[config.mk]
export PLATFORM = sky130hd
export DESIGN_NAME = ctrl_channel_bus_config
export DESIGN_NICKNAME = d
export VERILOG_FILES = /design/src/rtl/ctrl_bus_pkg.sv /design/src/rtl/bus_watchdog.sv /design/src/rtl/ctrl_channel_bus_config.sv
export SDC_FILE = /design/constraint.sdc
export NUM_CORES = 1
export LEC_CHECK = 0
export BUFFER_PORTS_ARGS = -buffer_cell sky130_fd_sc_hd__buf_2
export CAP_MARGIN = 20
export CORE_MARGIN = 2
export CORE_UTILIZATION = 53
export DETAILED_ROUTE_END_ITERATION = 16
export HOLD_SLACK_MARGIN = 0.06
export PLACE_DENSITY = 0.77
export SLEW_MARGIN = 25
export SYNTH_ARGS = -nofsm -noshare
export SYNTH_HDL_FRONTEND = slang
export SYNTH_SLANG_ARGS = --single-unit
[constraint.sdc]
create_clock -name sys_clk -period 2.35 [get_ports sys_clk]
set_clock_uncertainty 0.05 [all_clocks]
set_input_delay 0.47 -clock sys_clk [delete_from_list [all_inputs] [get_ports sys_clk]]
set_output_delay 0.47 -clock sys_clk [all_outputs]
set_load 0.05 [all_outputs]
[src/rtl/ctrl_bus_pkg.sv]
// constants and types shared by the control-channel bus configuration block
package ctrl_bus_pkg;
  // ---------------------------------------------------------------
  // register offsets
  // ---------------------------------------------------------------
  localparam logic [7:0] OFS_BUS_CTRL_TWO = 8'h06; // bus control two
  localparam logic [7:0] OFS_REMOTE_IDENT = 8'h07; // remote serializer id
  localparam logic [7:0] OFS_TGT_ADDR_0   = 8'h08; // remote target address 0
  localparam logic [7:0] OFS_TGT_ADDR_1   = 8'h09; // remote target address 1
  // ---------------------------------------------------------------
  // field positions and reset values
  // ---------------------------------------------------------------
  localparam int BIT_SEQ_ERR     = 7; // sequence-error flag
  localparam int BIT_SEQ_CLR     = 6; // sequence-error clear
  localparam int BIT_DLY_HI      = 4; // sda delay field msb
  localparam int BIT_DLY_LO      = 3; // sda delay field lsb
  localparam int BIT_LWR_BLOCK   = 2; // block remote writes
  localparam int BIT_WD_FAST     = 1; // watchdog speedup
  localparam int BIT_WD_OFF      = 0; // watchdog disable
  localparam int BIT_HOLD_IDENT  = 0; // freeze remote_serializer_ident
  localparam int ADDR_HI         = 7; // 7-bit address field msb
  localparam int ADDR_LO         = 1; // 7-bit address field lsb
  localparam logic [7:0] RST_BUS_CTRL_TWO = 8'h00; // bus control reset
  localparam logic [7:0] RST_REMOTE_IDENT = 8'h00; // remote_serializer_ident reset
  localparam logic [6:0] RST_TGT_ADDR     = 7'h00; // target address reset
  // ---------------------------------------------------------------
  // timing
  // ---------------------------------------------------------------
  localparam int CLK_MHZ        = 200;  // system clock rate
  localparam int CLK_PERIOD_NS  = 5;    // system clock period
  localparam int WD_LONG_S      = 1;    // slow watchdog period
  localparam int WD_SHORT_US    = 50;   // fast watchdog period
  localparam int WD_LONG_CYC    = WD_LONG_S * CLK_MHZ * 1000000;
  localparam int WD_SHORT_CYC   = WD_SHORT_US * CLK_MHZ;
  localparam int SDA_DLY_BASE_NS = 250; // delay at code 00
  localparam int SDA_DLY_STEP_NS = 50;  // delay per code step
  localparam int SDA_DLY_BASE_CYC = SDA_DLY_BASE_NS / CLK_PERIOD_NS;
  localparam int SDA_DLY_STEP_CYC = SDA_DLY_STEP_NS / CLK_PERIOD_NS;
  localparam int RECOV_HALF_NS  = 5000; // recovery scl half period
  localparam int RECOV_HALF_CYC = RECOV_HALF_NS / CLK_PERIOD_NS;
  localparam int RECOV_PULSES   = 9;    // clocks driven on a hung bus
  // ---------------------------------------------------------------
  // watchdog states
  // ---------------------------------------------------------------
  typedef enum logic [1:0] {WD_WATCH, WD_RECOV_LOW, WD_RECOV_HIGH} wd_state_t;
endpackage : ctrl_bus_pkg

[src/rtl/bus_watchdog.sv]
// bus watchdog: idle detection and hung-bus recovery clocks
`timescale 1ns/100ps
module bus_watchdog
  import ctrl_bus_pkg::*;
#(
  parameter int CNT_W     = 28,             // timeout counter width
  parameter int LONG_CYC  = WD_LONG_CYC,    // slow timeout in cycles
  parameter int SHORT_CYC = WD_SHORT_CYC    // fast timeout in cycles
)(
  input  wire logic sys_clk,   // system clock
  input  wire logic rstn,      // synchronous reset, active low
  input  wire logic wd_off,    // timer disabled
  input  wire logic wd_fast,   // short timeout selected
  input  wire logic scl_in,    // scl pin level
  input  wire logic sda_in,    // sda pin level
  output logic      scl_oe_n,  // scl driven low when 0
  output logic      bus_free   // one-cycle pulse, bus judged free
);
  import ctrl_bus_pkg::*;

  if (LONG_CYC >= 2**CNT_W || SHORT_CYC >= 2**CNT_W || SHORT_CYC < 1)
    $error("bus_watchdog: timeout does not fit counter");

  // ---------------------------------------------------------------
  // state
  // ---------------------------------------------------------------
  typedef struct packed {
    wd_state_t      st;     // watch or recovery phase
    logic [CNT_W-1:0] cnt;  // quiet-time counter
    logic [9:0]     half;   // recovery half-period counter
    logic [3:0]     pulses; // recovery clocks issued
    logic           scl_q;  // previous scl
    logic           sda_q;  // previous sda
    logic           oe_n;   // scl drive enable, low drives
    logic           free;   // bus-free pulse
  } wd_t;

  wd_t cur_ff;  // registered state
  wd_t nxt_st;  // next state

  logic [CNT_W-1:0] limit;  // active timeout
  assign limit = wd_fast ? CNT_W'(SHORT_CYC - 1) : CNT_W'(LONG_CYC - 1);

  // next-state logic
  always_comb
  begin
    nxt_st       = cur_ff;
    nxt_st.scl_q = scl_in;
    nxt_st.sda_q = sda_in;
    nxt_st.free  = 1'b0;
    case (cur_ff.st)
      WD_WATCH:
      begin
        // any edge on either line restarts the quiet time
        if (wd_off || scl_in != cur_ff.scl_q || sda_in != cur_ff.sda_q)
          nxt_st.cnt = '0;
        else if (cur_ff.cnt >= limit)
        begin
          nxt_st.cnt = '0;
          if (sda_in)
            nxt_st.free = 1'b1;
          else
          begin
            nxt_st.st     = WD_RECOV_LOW;
            nxt_st.oe_n   = 1'b0;
            nxt_st.half   = '0;
            nxt_st.pulses = '0;
          end
        end
        else
          nxt_st.cnt = cur_ff.cnt + 1'b1;
      end
      WD_RECOV_LOW:
      begin
        // scl held low for one half period
        if (cur_ff.half == 10'(RECOV_HALF_CYC - 1))
        begin
          nxt_st.half = '0;
          nxt_st.oe_n = 1'b1;
          nxt_st.st   = WD_RECOV_HIGH;
        end
        else
          nxt_st.half = cur_ff.half + 1'b1;
      end
      WD_RECOV_HIGH:
      begin
        // scl released; count the finished clock
        if (cur_ff.half == 10'(RECOV_HALF_CYC - 1))
        begin
          nxt_st.half   = '0;
          nxt_st.pulses = cur_ff.pulses + 1'b1;
          if (cur_ff.pulses == 4'(RECOV_PULSES - 1))
            nxt_st.st = WD_WATCH;
          else
          begin
            nxt_st.oe_n = 1'b0;
            nxt_st.st   = WD_RECOV_LOW;
          end
        end
        else
          nxt_st.half = cur_ff.half + 1'b1;
      end
      default:
        nxt_st.st = WD_WATCH;
    endcase
    // disabling aborts any recovery
    if (wd_off && cur_ff.st != WD_WATCH)
    begin
      nxt_st.st   = WD_WATCH;
      nxt_st.oe_n = 1'b1;
    end
  end

  // state register
  always_ff @(posedge sys_clk)
  begin
    if (!rstn)
    begin
      cur_ff       <= '0;
      cur_ff.st    <= WD_WATCH;
      cur_ff.scl_q <= 1'b1;
      cur_ff.sda_q <= 1'b1;
      cur_ff.oe_n  <= 1'b1;
    end
    else
      cur_ff <= nxt_st;
  end

  assign scl_oe_n = cur_ff.oe_n;
  assign bus_free = cur_ff.free;
endmodule : bus_watchdog

[src/rtl/ctrl_channel_bus_config.sv]
// control-channel bus configuration, status and address remapping
// ---------------------------------------------------------------
// Summary of operation
// - forward-channel sequence error sets status bit 7
// - bit 6 clears flag; software returns it
// - bits 4:3 pick SDA delay 250-400ns
// - bit 2 blocks remote writes to registers
// - watchdog near 1s, or 50us when bit 1
// - bit 0 disables watchdog and its actions
// - quiet bus with SDA high is free
// - quiet bus with SDA low gets nine clocks
// - freeze clear: remote_serializer_ident auto-loads, read-only
// - freeze set: ID bits writable and kept
// - alias slot 0 remapped to address 0x08
// - alias slot 1 remapped to address 0x09
// - pass-through forwards alias matches to serializer
// ---------------------------------------------------------------
`timescale 1ns/100ps
module ctrl_channel_bus_config
  import ctrl_bus_pkg::*;
#(
  parameter int WD_CNT_W   = 28,           // watchdog counter width
  parameter int WD_LONG    = WD_LONG_CYC,  // slow watchdog cycles
  parameter int WD_SHORT   = WD_SHORT_CYC  // fast watchdog cycles
)(
  input  wire logic       sys_clk,        // system clock
  input  wire logic       rstn,           // synchronous reset, active low
  input  wire logic [7:0] reg_addr,       // register offset
  input  wire logic [7:0] reg_wdata,      // register write data
  input  wire logic       reg_wr,         // register write strobe
  input  wire logic       reg_wr_remote,  // write came from the serializer
  input  wire logic       reg_rd,         // register read strobe
  output logic [7:0]      reg_rdata,      // read data, cycle after reg_rd
  output logic            reg_wr_refused, // pulse, remote write dropped
  input  wire logic       seq_err_evt,    // forward channel sequence error
  input  wire logic       rid_valid,      // remote_serializer_ident update from link
  input  wire logic [6:0] rid_value,      // remote_serializer_ident from link
  input  wire logic       pass_through,   // pass-through mode enabled
  input  wire logic [6:0] target_alias_slot_0, // alias address slot 0
  input  wire logic [6:0] target_alias_slot_1, // alias address slot 1
  input  wire logic       txn_valid,      // local transaction address valid
  input  wire logic [6:0] txn_addr,       // local transaction address
  output logic            fwd_valid,      // pulse, forward to serializer
  output logic [6:0]      fwd_addr,       // remapped target address
  input  wire logic       sda_tx_en,      // target logic drives sda
  input  wire logic       sda_tx_bit,     // bit target logic sends
  input  wire logic       scl_in,         // scl pin level
  output logic            scl_out,        // scl pin drive value
  output logic            scl_oe_n,       // scl driven when low
  input  wire logic       sda_in,         // sda pin level
  output logic            sda_out,        // sda pin drive value
  output logic            sda_oe_n,       // sda driven when low
  output logic            bus_free        // pulse, idle bus judged free
);
  import ctrl_bus_pkg::*;

  if (WD_CNT_W < 14 || WD_CNT_W > 31)
    $error("ctrl_channel_bus_config: watchdog counter width unsupported");

  // ---------------------------------------------------------------
  // state
  // ---------------------------------------------------------------
  typedef struct packed {
    logic [7:0] ctrl;     // bus control two
    logic [6:0] rid;      // remote serializer id
    logic       hold;     // freeze remote_serializer_ident
    logic [6:0] tgt0;     // target_phys_addr_0
    logic [6:0] tgt1;     // target_phys_addr_1
    logic [7:0] rdata;    // read data
    logic       refused;  // refused-write pulse
    logic       fvalid;   // forward pulse
    logic [6:0] faddr;    // forward address
    logic       scl_q;    // previous scl
    logic [6:0] dly;      // sda delay countdown
    logic       dly_run;  // delay in progress
    logic       sda_oe_n; // sda drive enable
    logic       drv_lvl;  // pin drive value, always low
  } cfg_t;

  cfg_t cur_ff;  // registered state
  cfg_t nxt_st;  // next state

  logic       wr_ok;    // write accepted
  logic [6:0] dly_cyc;  // delay for current code
  logic       wd_scl_oe_n; // watchdog scl enable
  logic       wd_free;     // watchdog free pulse

  // remote writes are dropped when blocked
  assign wr_ok = reg_wr && !(reg_wr_remote && cur_ff.ctrl[BIT_LWR_BLOCK]);

  // delay = base + code * step
  assign dly_cyc = 7'(SDA_DLY_BASE_CYC) +
                   7'(cur_ff.ctrl[BIT_DLY_HI:BIT_DLY_LO]) * 7'(SDA_DLY_STEP_CYC);

  // ---------------------------------------------------------------
  // next-state logic
  // ---------------------------------------------------------------
  always_comb
  begin
    nxt_st         = cur_ff;
    nxt_st.refused = reg_wr && !wr_ok;
    nxt_st.fvalid  = 1'b0;
    nxt_st.scl_q   = scl_in;
    nxt_st.drv_lvl = 1'b0;

    // register writes
    if (wr_ok)
    begin
      case (reg_addr)
        OFS_BUS_CTRL_TWO:
        begin
          // flag bit is hardware owned, bit 5 reserved
          nxt_st.ctrl[BIT_SEQ_CLR]           = reg_wdata[BIT_SEQ_CLR];
          nxt_st.ctrl[BIT_DLY_HI:BIT_DLY_LO] = reg_wdata[BIT_DLY_HI:BIT_DLY_LO];
          nxt_st.ctrl[BIT_LWR_BLOCK]         = reg_wdata[BIT_LWR_BLOCK];
          nxt_st.ctrl[BIT_WD_FAST]           = reg_wdata[BIT_WD_FAST];
          nxt_st.ctrl[BIT_WD_OFF]            = reg_wdata[BIT_WD_OFF];
        end
        OFS_REMOTE_IDENT:
        begin
          nxt_st.hold = reg_wdata[BIT_HOLD_IDENT];
          if (reg_wdata[BIT_HOLD_IDENT])
            nxt_st.rid = reg_wdata[ADDR_HI:ADDR_LO];
        end
        OFS_TGT_ADDR_0:
          nxt_st.tgt0 = reg_wdata[ADDR_HI:ADDR_LO];
        OFS_TGT_ADDR_1:
          nxt_st.tgt1 = reg_wdata[ADDR_HI:ADDR_LO];
        default:
          ; // unmapped: ignored
      endcase
    end

    // auto-load of remote_serializer_ident while not frozen
    if (rid_valid && !cur_ff.hold && !(wr_ok && reg_addr == OFS_REMOTE_IDENT
                                       && reg_wdata[BIT_HOLD_IDENT]))
      nxt_st.rid = rid_value;

    // sequence-error flag: clear bit holds it low, else events set it
    if (nxt_st.ctrl[BIT_SEQ_CLR])
      nxt_st.ctrl[BIT_SEQ_ERR] = 1'b0;
    else if (seq_err_evt)
      nxt_st.ctrl[BIT_SEQ_ERR] = 1'b1;

    // register reads, unmapped reads return zero
    if (reg_rd)
    begin
      case (reg_addr)
        OFS_BUS_CTRL_TWO: nxt_st.rdata = cur_ff.ctrl;
        OFS_REMOTE_IDENT: nxt_st.rdata = {cur_ff.rid, cur_ff.hold};
        OFS_TGT_ADDR_0:   nxt_st.rdata = {cur_ff.tgt0, 1'b0};
        OFS_TGT_ADDR_1:   nxt_st.rdata = {cur_ff.tgt1, 1'b0};
        default:          nxt_st.rdata = 8'h00;
      endcase
    end

    // alias matching and remap for pass-through
    if (txn_valid && pass_through)
    begin
      if (txn_addr == target_alias_slot_0)
      begin
        nxt_st.fvalid = 1'b1;
        nxt_st.faddr  = cur_ff.tgt0;
      end
      else if (txn_addr == target_alias_slot_1)
      begin
        nxt_st.fvalid = 1'b1;
        nxt_st.faddr  = cur_ff.tgt1;
      end
    end

    // sda output delayed after each scl falling edge
    if (cur_ff.scl_q && !scl_in)
    begin
      nxt_st.dly_run = 1'b1;
      nxt_st.dly     = dly_cyc - 7'h01;
    end
    else if (cur_ff.dly_run)
    begin
      if (cur_ff.dly == 7'h00)
      begin
        nxt_st.dly_run  = 1'b0;
        nxt_st.sda_oe_n = !(sda_tx_en && !sda_tx_bit);
      end
      else
        nxt_st.dly = cur_ff.dly - 7'h01;
    end
    else if (!sda_tx_en)
      nxt_st.sda_oe_n = 1'b1; // release when target logic lets go
  end

  // ---------------------------------------------------------------
  // state register
  // ---------------------------------------------------------------
  always_ff @(posedge sys_clk)
  begin
    if (!rstn)
    begin
      cur_ff          <= '0;
      cur_ff.ctrl     <= RST_BUS_CTRL_TWO;
      cur_ff.rid      <= RST_REMOTE_IDENT[ADDR_HI:ADDR_LO];
      cur_ff.hold     <= RST_REMOTE_IDENT[BIT_HOLD_IDENT];
      cur_ff.tgt0     <= RST_TGT_ADDR;
      cur_ff.tgt1     <= RST_TGT_ADDR;
      cur_ff.scl_q    <= 1'b1;
      cur_ff.sda_oe_n <= 1'b1;
    end
    else
      cur_ff <= nxt_st;
  end

  // ---------------------------------------------------------------
  // bus watchdog
  // ---------------------------------------------------------------
  bus_watchdog #(
    .CNT_W     (WD_CNT_W),
    .LONG_CYC  (WD_LONG),
    .SHORT_CYC (WD_SHORT)
  ) u_wd (
    .sys_clk  (sys_clk),
    .rstn     (rstn),
    .wd_off   (cur_ff.ctrl[BIT_WD_OFF]),
    .wd_fast  (cur_ff.ctrl[BIT_WD_FAST]),
    .scl_in   (scl_in),
    .sda_in   (sda_in),
    .scl_oe_n (wd_scl_oe_n),
    .bus_free (wd_free)
  );

  // outputs
  assign reg_rdata      = cur_ff.rdata;
  assign reg_wr_refused = cur_ff.refused;
  assign fwd_valid      = cur_ff.fvalid;
  assign fwd_addr       = cur_ff.faddr;
  assign sda_oe_n       = cur_ff.sda_oe_n;
  assign sda_out        = cur_ff.drv_lvl;
  assign scl_out        = cur_ff.drv_lvl;
  assign scl_oe_n       = wd_scl_oe_n;
  assign bus_free       = wd_free;
endmodule : ctrl_channel_bus_config

# After elaboration in Yosys (flattened, before gate mapping)
# Index checks and enable logic that the tools add are counted.
# classes
n_lt_le_gt_ge	1
eq_ne	21
n_bitwise	4
n_reduce_logical	48
muxes	42
n_mul	1
add_sub_neg	6
# op_table
cell	n
$mux 28	3
$mux 14	3
$mux 8	5
$mux 7	5
$pmux 8 s4	1
$add 28x1->28 const B	1
$ge 28x28->1	1
$mux 22	1
$pmux 10 s2	1
$eq 8x3->1 const B	2
$eq 8x4->1 const B	2
$mux 2	8
$reduce_bool 2->1	8
$eq 7x7->1	2
$reduce_and 2->1	7
$sub 7x1->7 const B	2
$logic_and 1x1->1	11
$add 10x1->10 const B	1
$eq 10x10->1 const B	1
$mux 1	10
$mux 10	1
$ne 2x1->1 const B	5
$reduce_and 5->1	2
$ne 2x2->1 const B	4
other kinds (22)	36
# word_totals
reg_bits	104
word_cells	146

# Logic depth before layout (Yosys ltp)
# Gate-level depths: netlist (run 1).
# depth
ltp_word	9
mapped_depth	9
mapped_depth_nobuf	8

# Hierarchy
# Synthesis (run 1) repeated with hierarchy kept, for this count alone.
# unflattened
cells_unflattened	679
hier_area_um2	5934.4
# modules_own_cells
module	cells_per_inst	seq_area_each_um2	area_each_um2	instances
bus_watchdog	366	960.9	3052.9	1
ctrl_channel_bus_config	313	1121.1	2881.5	1

# Worst setup path after synthesis (run 1)
# OpenSTA, ideal clock, no wires.
# synth_timing
kind	reg-to-reg
startpoint	reg cur_ff[51] (netlist name)
endpoint	reg u_wd.cur_ff[10] (netlist name)
arrival_ns	2.416
setup_slack_ns	-0.233
n_path_buf	1
path_stages_with_launch	8
path_cell_list	dfxtp_1 -> ha_1 -> a2111oi_2 -> nor3_1 -> o21ba_2 -> o41a_4 -> buf_6 -> a32o_1
# synth_between
elab_chain_cells	4
# synth_rtl
item	line_no	source
start: declaration	ctrl_channel_bus_config.sv:80	cfg_t cur_ff;
start signal: assignment	ctrl_channel_bus_config.sv:209	cur_ff <= nxt_st;
$mux 28	bus_watchdog.sv:42	assign limit = wd_fast ? CNT_W'(SHORT_CYC - 1) : CNT_W'(LONG_CYC - 1);
$ge 28x28->1	bus_watchdog.sv:57	else if (cur_ff.cnt >= limit)
$ne 2x1->1 (no line)	--	
$reduce_and 4->1 (no line)	--	
end signal: assignment	bus_watchdog.sv:126	cur_ff <= nxt_st;
end: declaration	bus_watchdog.sv:38	wd_t cur_ff;
# Every way passes these cells.
# A chain may end at the register's enable or synchronous reset.

# Worst setup path in the final report (run 1)
# layout_timing
startpoint	reg cur_ff[51] (netlist name)
endpoint	reg u_wd.cur_ff[16] (netlist name)
# Same word-level chain as after synthesis.

==> results of run 1 <==
## through the flow
step	total power [W]	setup TNS (ns)	utilization, %	instances	worst slack, ns
final	0.00322	-6.19	70.0	962	-0.232
after global routing	0.00332	-9.42	70.0	962	-0.313
after CTS	0.00322	-2.82	66.8	956	-0.139
after detailed placement	0.00212	-7.36	62.5	934	-0.256
after global placement	0.00211	-4.43	62.5	934	-0.184
after floorplan	0.00200	0	-	691	0.0113
## logic make-up (layout without fill, tap and decap cells)
family | Yosys count | in the layout
fa+ha+maj | 31 | 31
mux | 28 | 28
other cells | 1 | 2
flops | 103 | 103
xor+xnor | 27 | 27
buf+inv | 68 | 198
simple gates | 270 | 270
compound gates | 162 | 163
## worst max-delay path by stage
stage,endpoint,cells after the start,slack [ns]
after floorplan,u_wd.cur_ff[10],7,0.01
after global placement,u_wd.cur_ff[25],8,-0.18
after detailed placement,u_wd.cur_ff[25],8,-0.26
after CTS,u_wd.cur_ff[16],9,-0.14
after global routing,u_wd.cur_ff[17],9,-0.31
final,u_wd.cur_ff[16],9,-0.23
## state kept, by name, summed over array words and instances (netlist names)
| signal | cells |
|---|---|
| u_wd.scl_oe_n | 1 |
| u_wd.cur_ff | 46 |
| fwd_valid | 1 |
| sda_oe_n | 1 |
| reg_rdata | 8 |
| fwd_addr | 7 |
| reg_wr_refused | 1 |
| u_wd.bus_free | 1 |
| cur_ff | 37 |
## critical path, stage by stage (launching register included)
cell and delay (ns):
dfxtp_4 0.46, buf_4 0.15, ha_4 0.20, a21oi_2 0.13
o21ai_2 0.10, buf_4 0.14, a221o_2 0.43, o41a_4 0.55
and2_1 0.17, o22ai_2 0.14
## cell usage after synthesis, types with 10 or more instances
library cell	number	area, um^2
a211oi_1	17	128
a21oi_1	32	160
a22o_1	11	96.3
and2_1	12	75.1
buf_4	20	150
clkbuf_1	18	67.6
dfxtp_1	103	2060
ha_1	31	388
inv_1	22	82.6
mux2i_1	28	280
nand2_1	74	278
nand3_1	27	135
nand4_1	16	100
nor2_1	49	184
nor3_1	10	50.1
nor4_1	13	81.3
o21ai_0	17	85.1
xnor2_1	13	114
xor2_1	14	123
## layer usage
layer | global-route usage [%] | vias up | part of all wire (%)
li1 | - | 2798 | -
met1 | 33.0 | 2815 | 39
met2 | 46.3 | 345 | 48
met3 | 5.57 | 84 | 7.8
met4 | 15.1 | 0 | 4.7
met5 | 0 | - | 0
## power by group through the flow
stage	sequential, W	combinational (W)	clock, W
after floorplan	0.00182	0.000173	0
after global placement	0.00183	0.000278	0
after detailed placement	0.00183	0.000289	0
after CTS	0.00179	0.000296	0.00113
after global routing	0.00179	0.000329	0.00120
final	0.00179	0.000305	0.00112
## area by class of cell
type,count,area share (%)
clock inverters,3,0.328
flip-flops and latches,103,27.1
repair buffers,160,14.5
multi-input cells,521,52.4
inverters,23,1.17
well taps,140,2.30
clock buffers,12,2.18
## repair_timing
| action | CTS | global route |
|---|---|---|
| resized for setup | 39 | 49 |
| hold endpoints to repair | 0 | 0 |
| cloned | 1 | 2 |
| endpoints found under the setup margin | 46 | 46 |
| hold buffers | 0 | 0 |
| pin swaps | 23 | 24 |
| buffers inserted | 6 | 5 |
==> out/summary.txt, run 1 <==
Htree depth: 3
Max-Slew Margin vs Limit: 33.7%
Post-DP HPWL: 11600 um
Num ports: 79
Tmin final: 2.58 ns
Comb power frac: 9.5%
Storage element area: 0.00207 mm^2
Layout cells sized above 1: 29.2%
Root Buffer: clkbuf_8
Filler Cell Count: 806
Synthesized cell area: 0.00594 mm^2
Vias per Instance: 6.28
Int Pwr: 0.00237 W
Synth Area in Adders: 6.53%
CTS max path bufs: 2
# rows: 38
# nets final: 906
Syn_area_per_cell: 8.60 um^2
Die area: 0.0121 mm^2
Switch Pwr: 0.000845 W
Antenna-violating nets left: 0
Post-synth ARST share: 0%
Final wirelength: 17800 um
Required time of the critical path: 2.63 ns
Placed inst area: 0.00681 mm^2
Core box area: 0.0109 mm^2
Max-cap violations: 0
Max frequency: 387 MHz
Area Growth Syn to Fin: 28.5%
Crit. End Element: flip-flop
Ys Warns: 0
Pre-Repair DR Iteration Count: 5
Largest family of logic cells by synthesized area: simple AND/OR/NAND/NOR gates
Post-synthesis xor/xnor area fraction: 3.98%
Worst Setup SP: cur_ff[51]
Synth Instances: 690
LEAKAGE: 3.07 nW
Antenna cells: 0
Routed len/inst: 18.5 um
Number of global-route vias before repair: 5528
Top_reg_cell synth: dfxtp_1
DR iter-0 viols: 541
TritonCTS Sinks: 103
Critical R2R Launch: cur_ff[51]
Worst vdd ir: 0.542 mV
Post-synthesis cell type count: 75
Hold Worst Slack: 0.216 ns
Slew @ Worst Pin: 0.991 ns
Worst hold path type: in -> reg
Hold Crit Endpoint: u_wd.cur_ff[3]
Mux cell area share after synthesis: 4.72%
CTS Buf Count: 9
Commonest non-fill, non-tap cells in the layout: 102 x dfxtp_1, 76 x buf_2, 73 x nand2_1
PwrDens: 422 mW/mm^2
R2r endpoint: u_wd.cur_ff[16]
Critical Path Source Type: flip-flop
Final hold violation count: 0
#FFs+latches synth: 103
Sequential fraction of the synthesis area: 34.7%
Final setup fails: 43
Final worst path period share: 110%
IO buf count: 76
Type of the worst setup path: reg -> reg
Worst reg2reg setup slack: -0.23 ns
Largest net degree at the start of global routing: 40
R2R cell count: 9
Number of synthesized flops with an enable pin: 0
Die X: 110 um
First-pass GRT wire length: 26200 um
Clock latency on the worst-skew pair: 0.40 ns
RSZ-0062 raised after global routing: yes
Final Max Slew Viols: 0
GRT overflow: 0
Clk slew on worst S/H paths: 0.10 ns
Clk pwr share: 34.9%
Initial core utilization: 54.5%
Switching Fraction: 26.3%
Hold Startpoint: scl_in
Die height: 110 um
Final setup margin: -0.232 ns
Synth Area in Simple Gates: 24.4%
Most common cell after layout, fill and taps aside: dfxtp_1
Routability-driven placement congestion ratio: 0.912
Outcome: finished with violations
Cell area after layout: 0.00762 mm^2
Compound-cell area share of the yosys netlist: 19.8%
Cell depth of the worst hold path: 3
CP Max Fanout: 8
Reg power frac: 55.6%
Residual DRC: 0
CTS tree: built
Routed vias: 6042
Total Routing Usage GR: 27.7%
Failing checks: negative setup slack
Initial antenna violation count: 0
CP arrival: 2.86 ns
Multi-input combinational cell area: 0.00400 mm^2
No activity file was read; power rests on OpenSTA's default activity.
==> run 2, diff against run 1 <==
==> constraint.sdc (replaced) <==
create_clock -name sys_clk -period 2.35 [get_ports sys_clk]
set_clock_uncertainty 0.05 [all_clocks]
set_input_delay 0.1175 -clock sys_clk [delete_from_list [all_inputs] [get_ports sys_clk]]
set_output_delay 0.1175 -clock sys_clk [all_outputs]
set_load 0.05 [all_outputs]
==> run 2 against run 1 <==
Effect of this change:
- the run still ends with negative setup slack left
- sequential power about the same
- non-clock buffer count is 25 higher
- count of clock-buffer cells in the layout is 1 lower
- sequential cell count unchanged
- die area is the same
- global-route usage is 1.6 points higher
- maximum frequency is 2.7% lower
==> out/summary.txt, run 2 (same netlist as run 1, synthesis figures left out) <==
Routed vias: 6153
Final worst path period share: 113%
Die X: 110 um
Layout cells sized above 1: 30.3%
IO buf count: 76
Tmin final: 2.65 ns
First-pass GRT wire length: 27500 um
Hold Worst Slack: 0.0818 ns
Outcome: finished with violations
# nets final: 932
PwrDens: 409 mW/mm^2
DR iter-0 viols: 663
RSZ-0062 raised after global routing: yes
Total Routing Usage GR: 29.3%
Cell area after layout: 0.00796 mm^2
Type of the worst setup path: reg -> reg
CP Max Fanout: 6
Failing checks: negative setup slack
Vias per Instance: 6.22
Die area: 0.0121 mm^2
Antenna cells: 0
Antenna-violating nets left: 0
CTS Buf Count: 9
# rows: 38
Htree depth: 3
Clk slew on worst S/H paths: 0.10 ns
Max frequency: 377 MHz
Required time of the critical path: 2.62 ns
Final Max Slew Viols: 0
CP top delay family: simple AND/OR/NAND/NOR gates
Initial antenna violation count: 0
Final setup fails: 46
Placed inst area: 0.00674 mm^2
Die height: 110 um
Max incr delay on CP: 0.53 ns
Final hold violation count: 0
Routed len/inst: 18.8 um
Worst hold path type: in -> reg
Crit-path cells: buf_6, buf_6, ha_4, nand4b_1, nor3_2, a221oi_2, buf_4, nand3_4, or4_4, a31oi_1
Max FFs per register: 46
Register bank with the most flops: u_wd.cur_ff
Largest net degree at the start of global routing: 48
Total power: 0.00326 W
LEAKAGE: 3.21 nW
Busiest grt layer: met2
Max-Slew Margin vs Limit: 46.2%
Worst Path Buf+Inv: 3
Initial core utilization: 54.5%
Worst vdd ir: 0.509 mV
Critical Path Source Type: flip-flop
Post-DP HPWL: 11400 um
Crit path top cell by count: buf_6
Clock latency on the worst-skew pair: 0.40 ns
Max-cap violations: 0
CTS max path bufs: 2
TritonCTS Sinks: 103
Residual DRC: 0
Num ports: 79
Most common cell after layout, fill and taps aside: dfxtp_1
Met2 usage: 50.8%
Routability-driven placement congestion ratio: 0.869
Slew @ Worst Pin: 0.805 ns
Pre-Repair DR Iteration Count: 6
GRT overflow: 0
Area Growth Syn to Fin: 34.1%
Grt met3 use: 7.11%
CP arrival: 2.92 ns
Commonest non-fill, non-tap cells in the layout: 102 x dfxtp_1, 76 x buf_2, 72 x nand2_1
Number of global-route vias before repair: 5799
Crit. End Element: flip-flop
Slowest CP cell: or4_4
Root Buffer: clkbuf_8
Final wirelength: 18600 um
Post-Place Setup Slack: -0.274 ns
Core box area: 0.0109 mm^2
Final setup margin: -0.302 ns
GR Util met1: 33.5%
CTS tree: built
## run 2: routing by layer
layer	vias to the layer above	part of all wire, %
li1	2851	-
met5	-	0
met2	304	49
met1	2922	39
met3	76	7.1
met4	0	4.3
## run 2: final timing paths
check | startpoint | end | slack [ns] | cells past startpoint
max | cur_ff[51] | u_wd.cur_ff[33] | -0.30 | 10
min | reg_rd | reg_rdata[6] | 0.08 | 3
min reg2reg | u_wd.cur_ff[9] | u_wd.cur_ff[9] | 0.43 | 2
max reg2reg | cur_ff[51] | u_wd.cur_ff[33] | -0.30 | 10
## run 2: repair_timing
action	CTS	global route
gates cloned	2	2
hold buffers	23	0
buffers inserted	12	9
endpoints found under the hold margin	33	0
setup endpoints to repair	45	47
gates resized for setup	56	59
pin swaps	27	40
## run 2: worst reg2reg max path: stages, from the launching register on
cell and delay [ns]:
dfxtp_4 0.43, buf_6 0.15, buf_6 0.11, ha_4 0.18
nand4b_1 0.22, nor3_2 0.11, a221oi_2 0.28, buf_4 0.20
nand3_4 0.13, or4_4 0.53, a31oi_1 0.19
## run 2: layout make-up
class | count | area [um^2]
multi-input combinational | 522 | 4100
tap | 140 | 175
fill | 752 | 2930
inverter | 23 | 86.3
clock buffer | 11 | 151
sequential | 103 | 2070
clock inverter | 5 | 38.8
timing repair buffer | 185 | 1340
## run 2: power by group
part	internal (W)	switching [W]
clock network	0.000454	0.000682
registers	0.00177	0.0000199
logic	0.000145	0.000190
total	0.00237	0.000891
## run 2: per-stage QoR
stage,utilization (%),TNS [ns],instances
final,73.1,-9.31,989
after detailed placement,61.9,-7.58,926
after floorplan,-,0,691
after CTS,69.6,-4.82,979
after global placement,61.9,-3.57,926
after global routing,73.1,-13.57,989
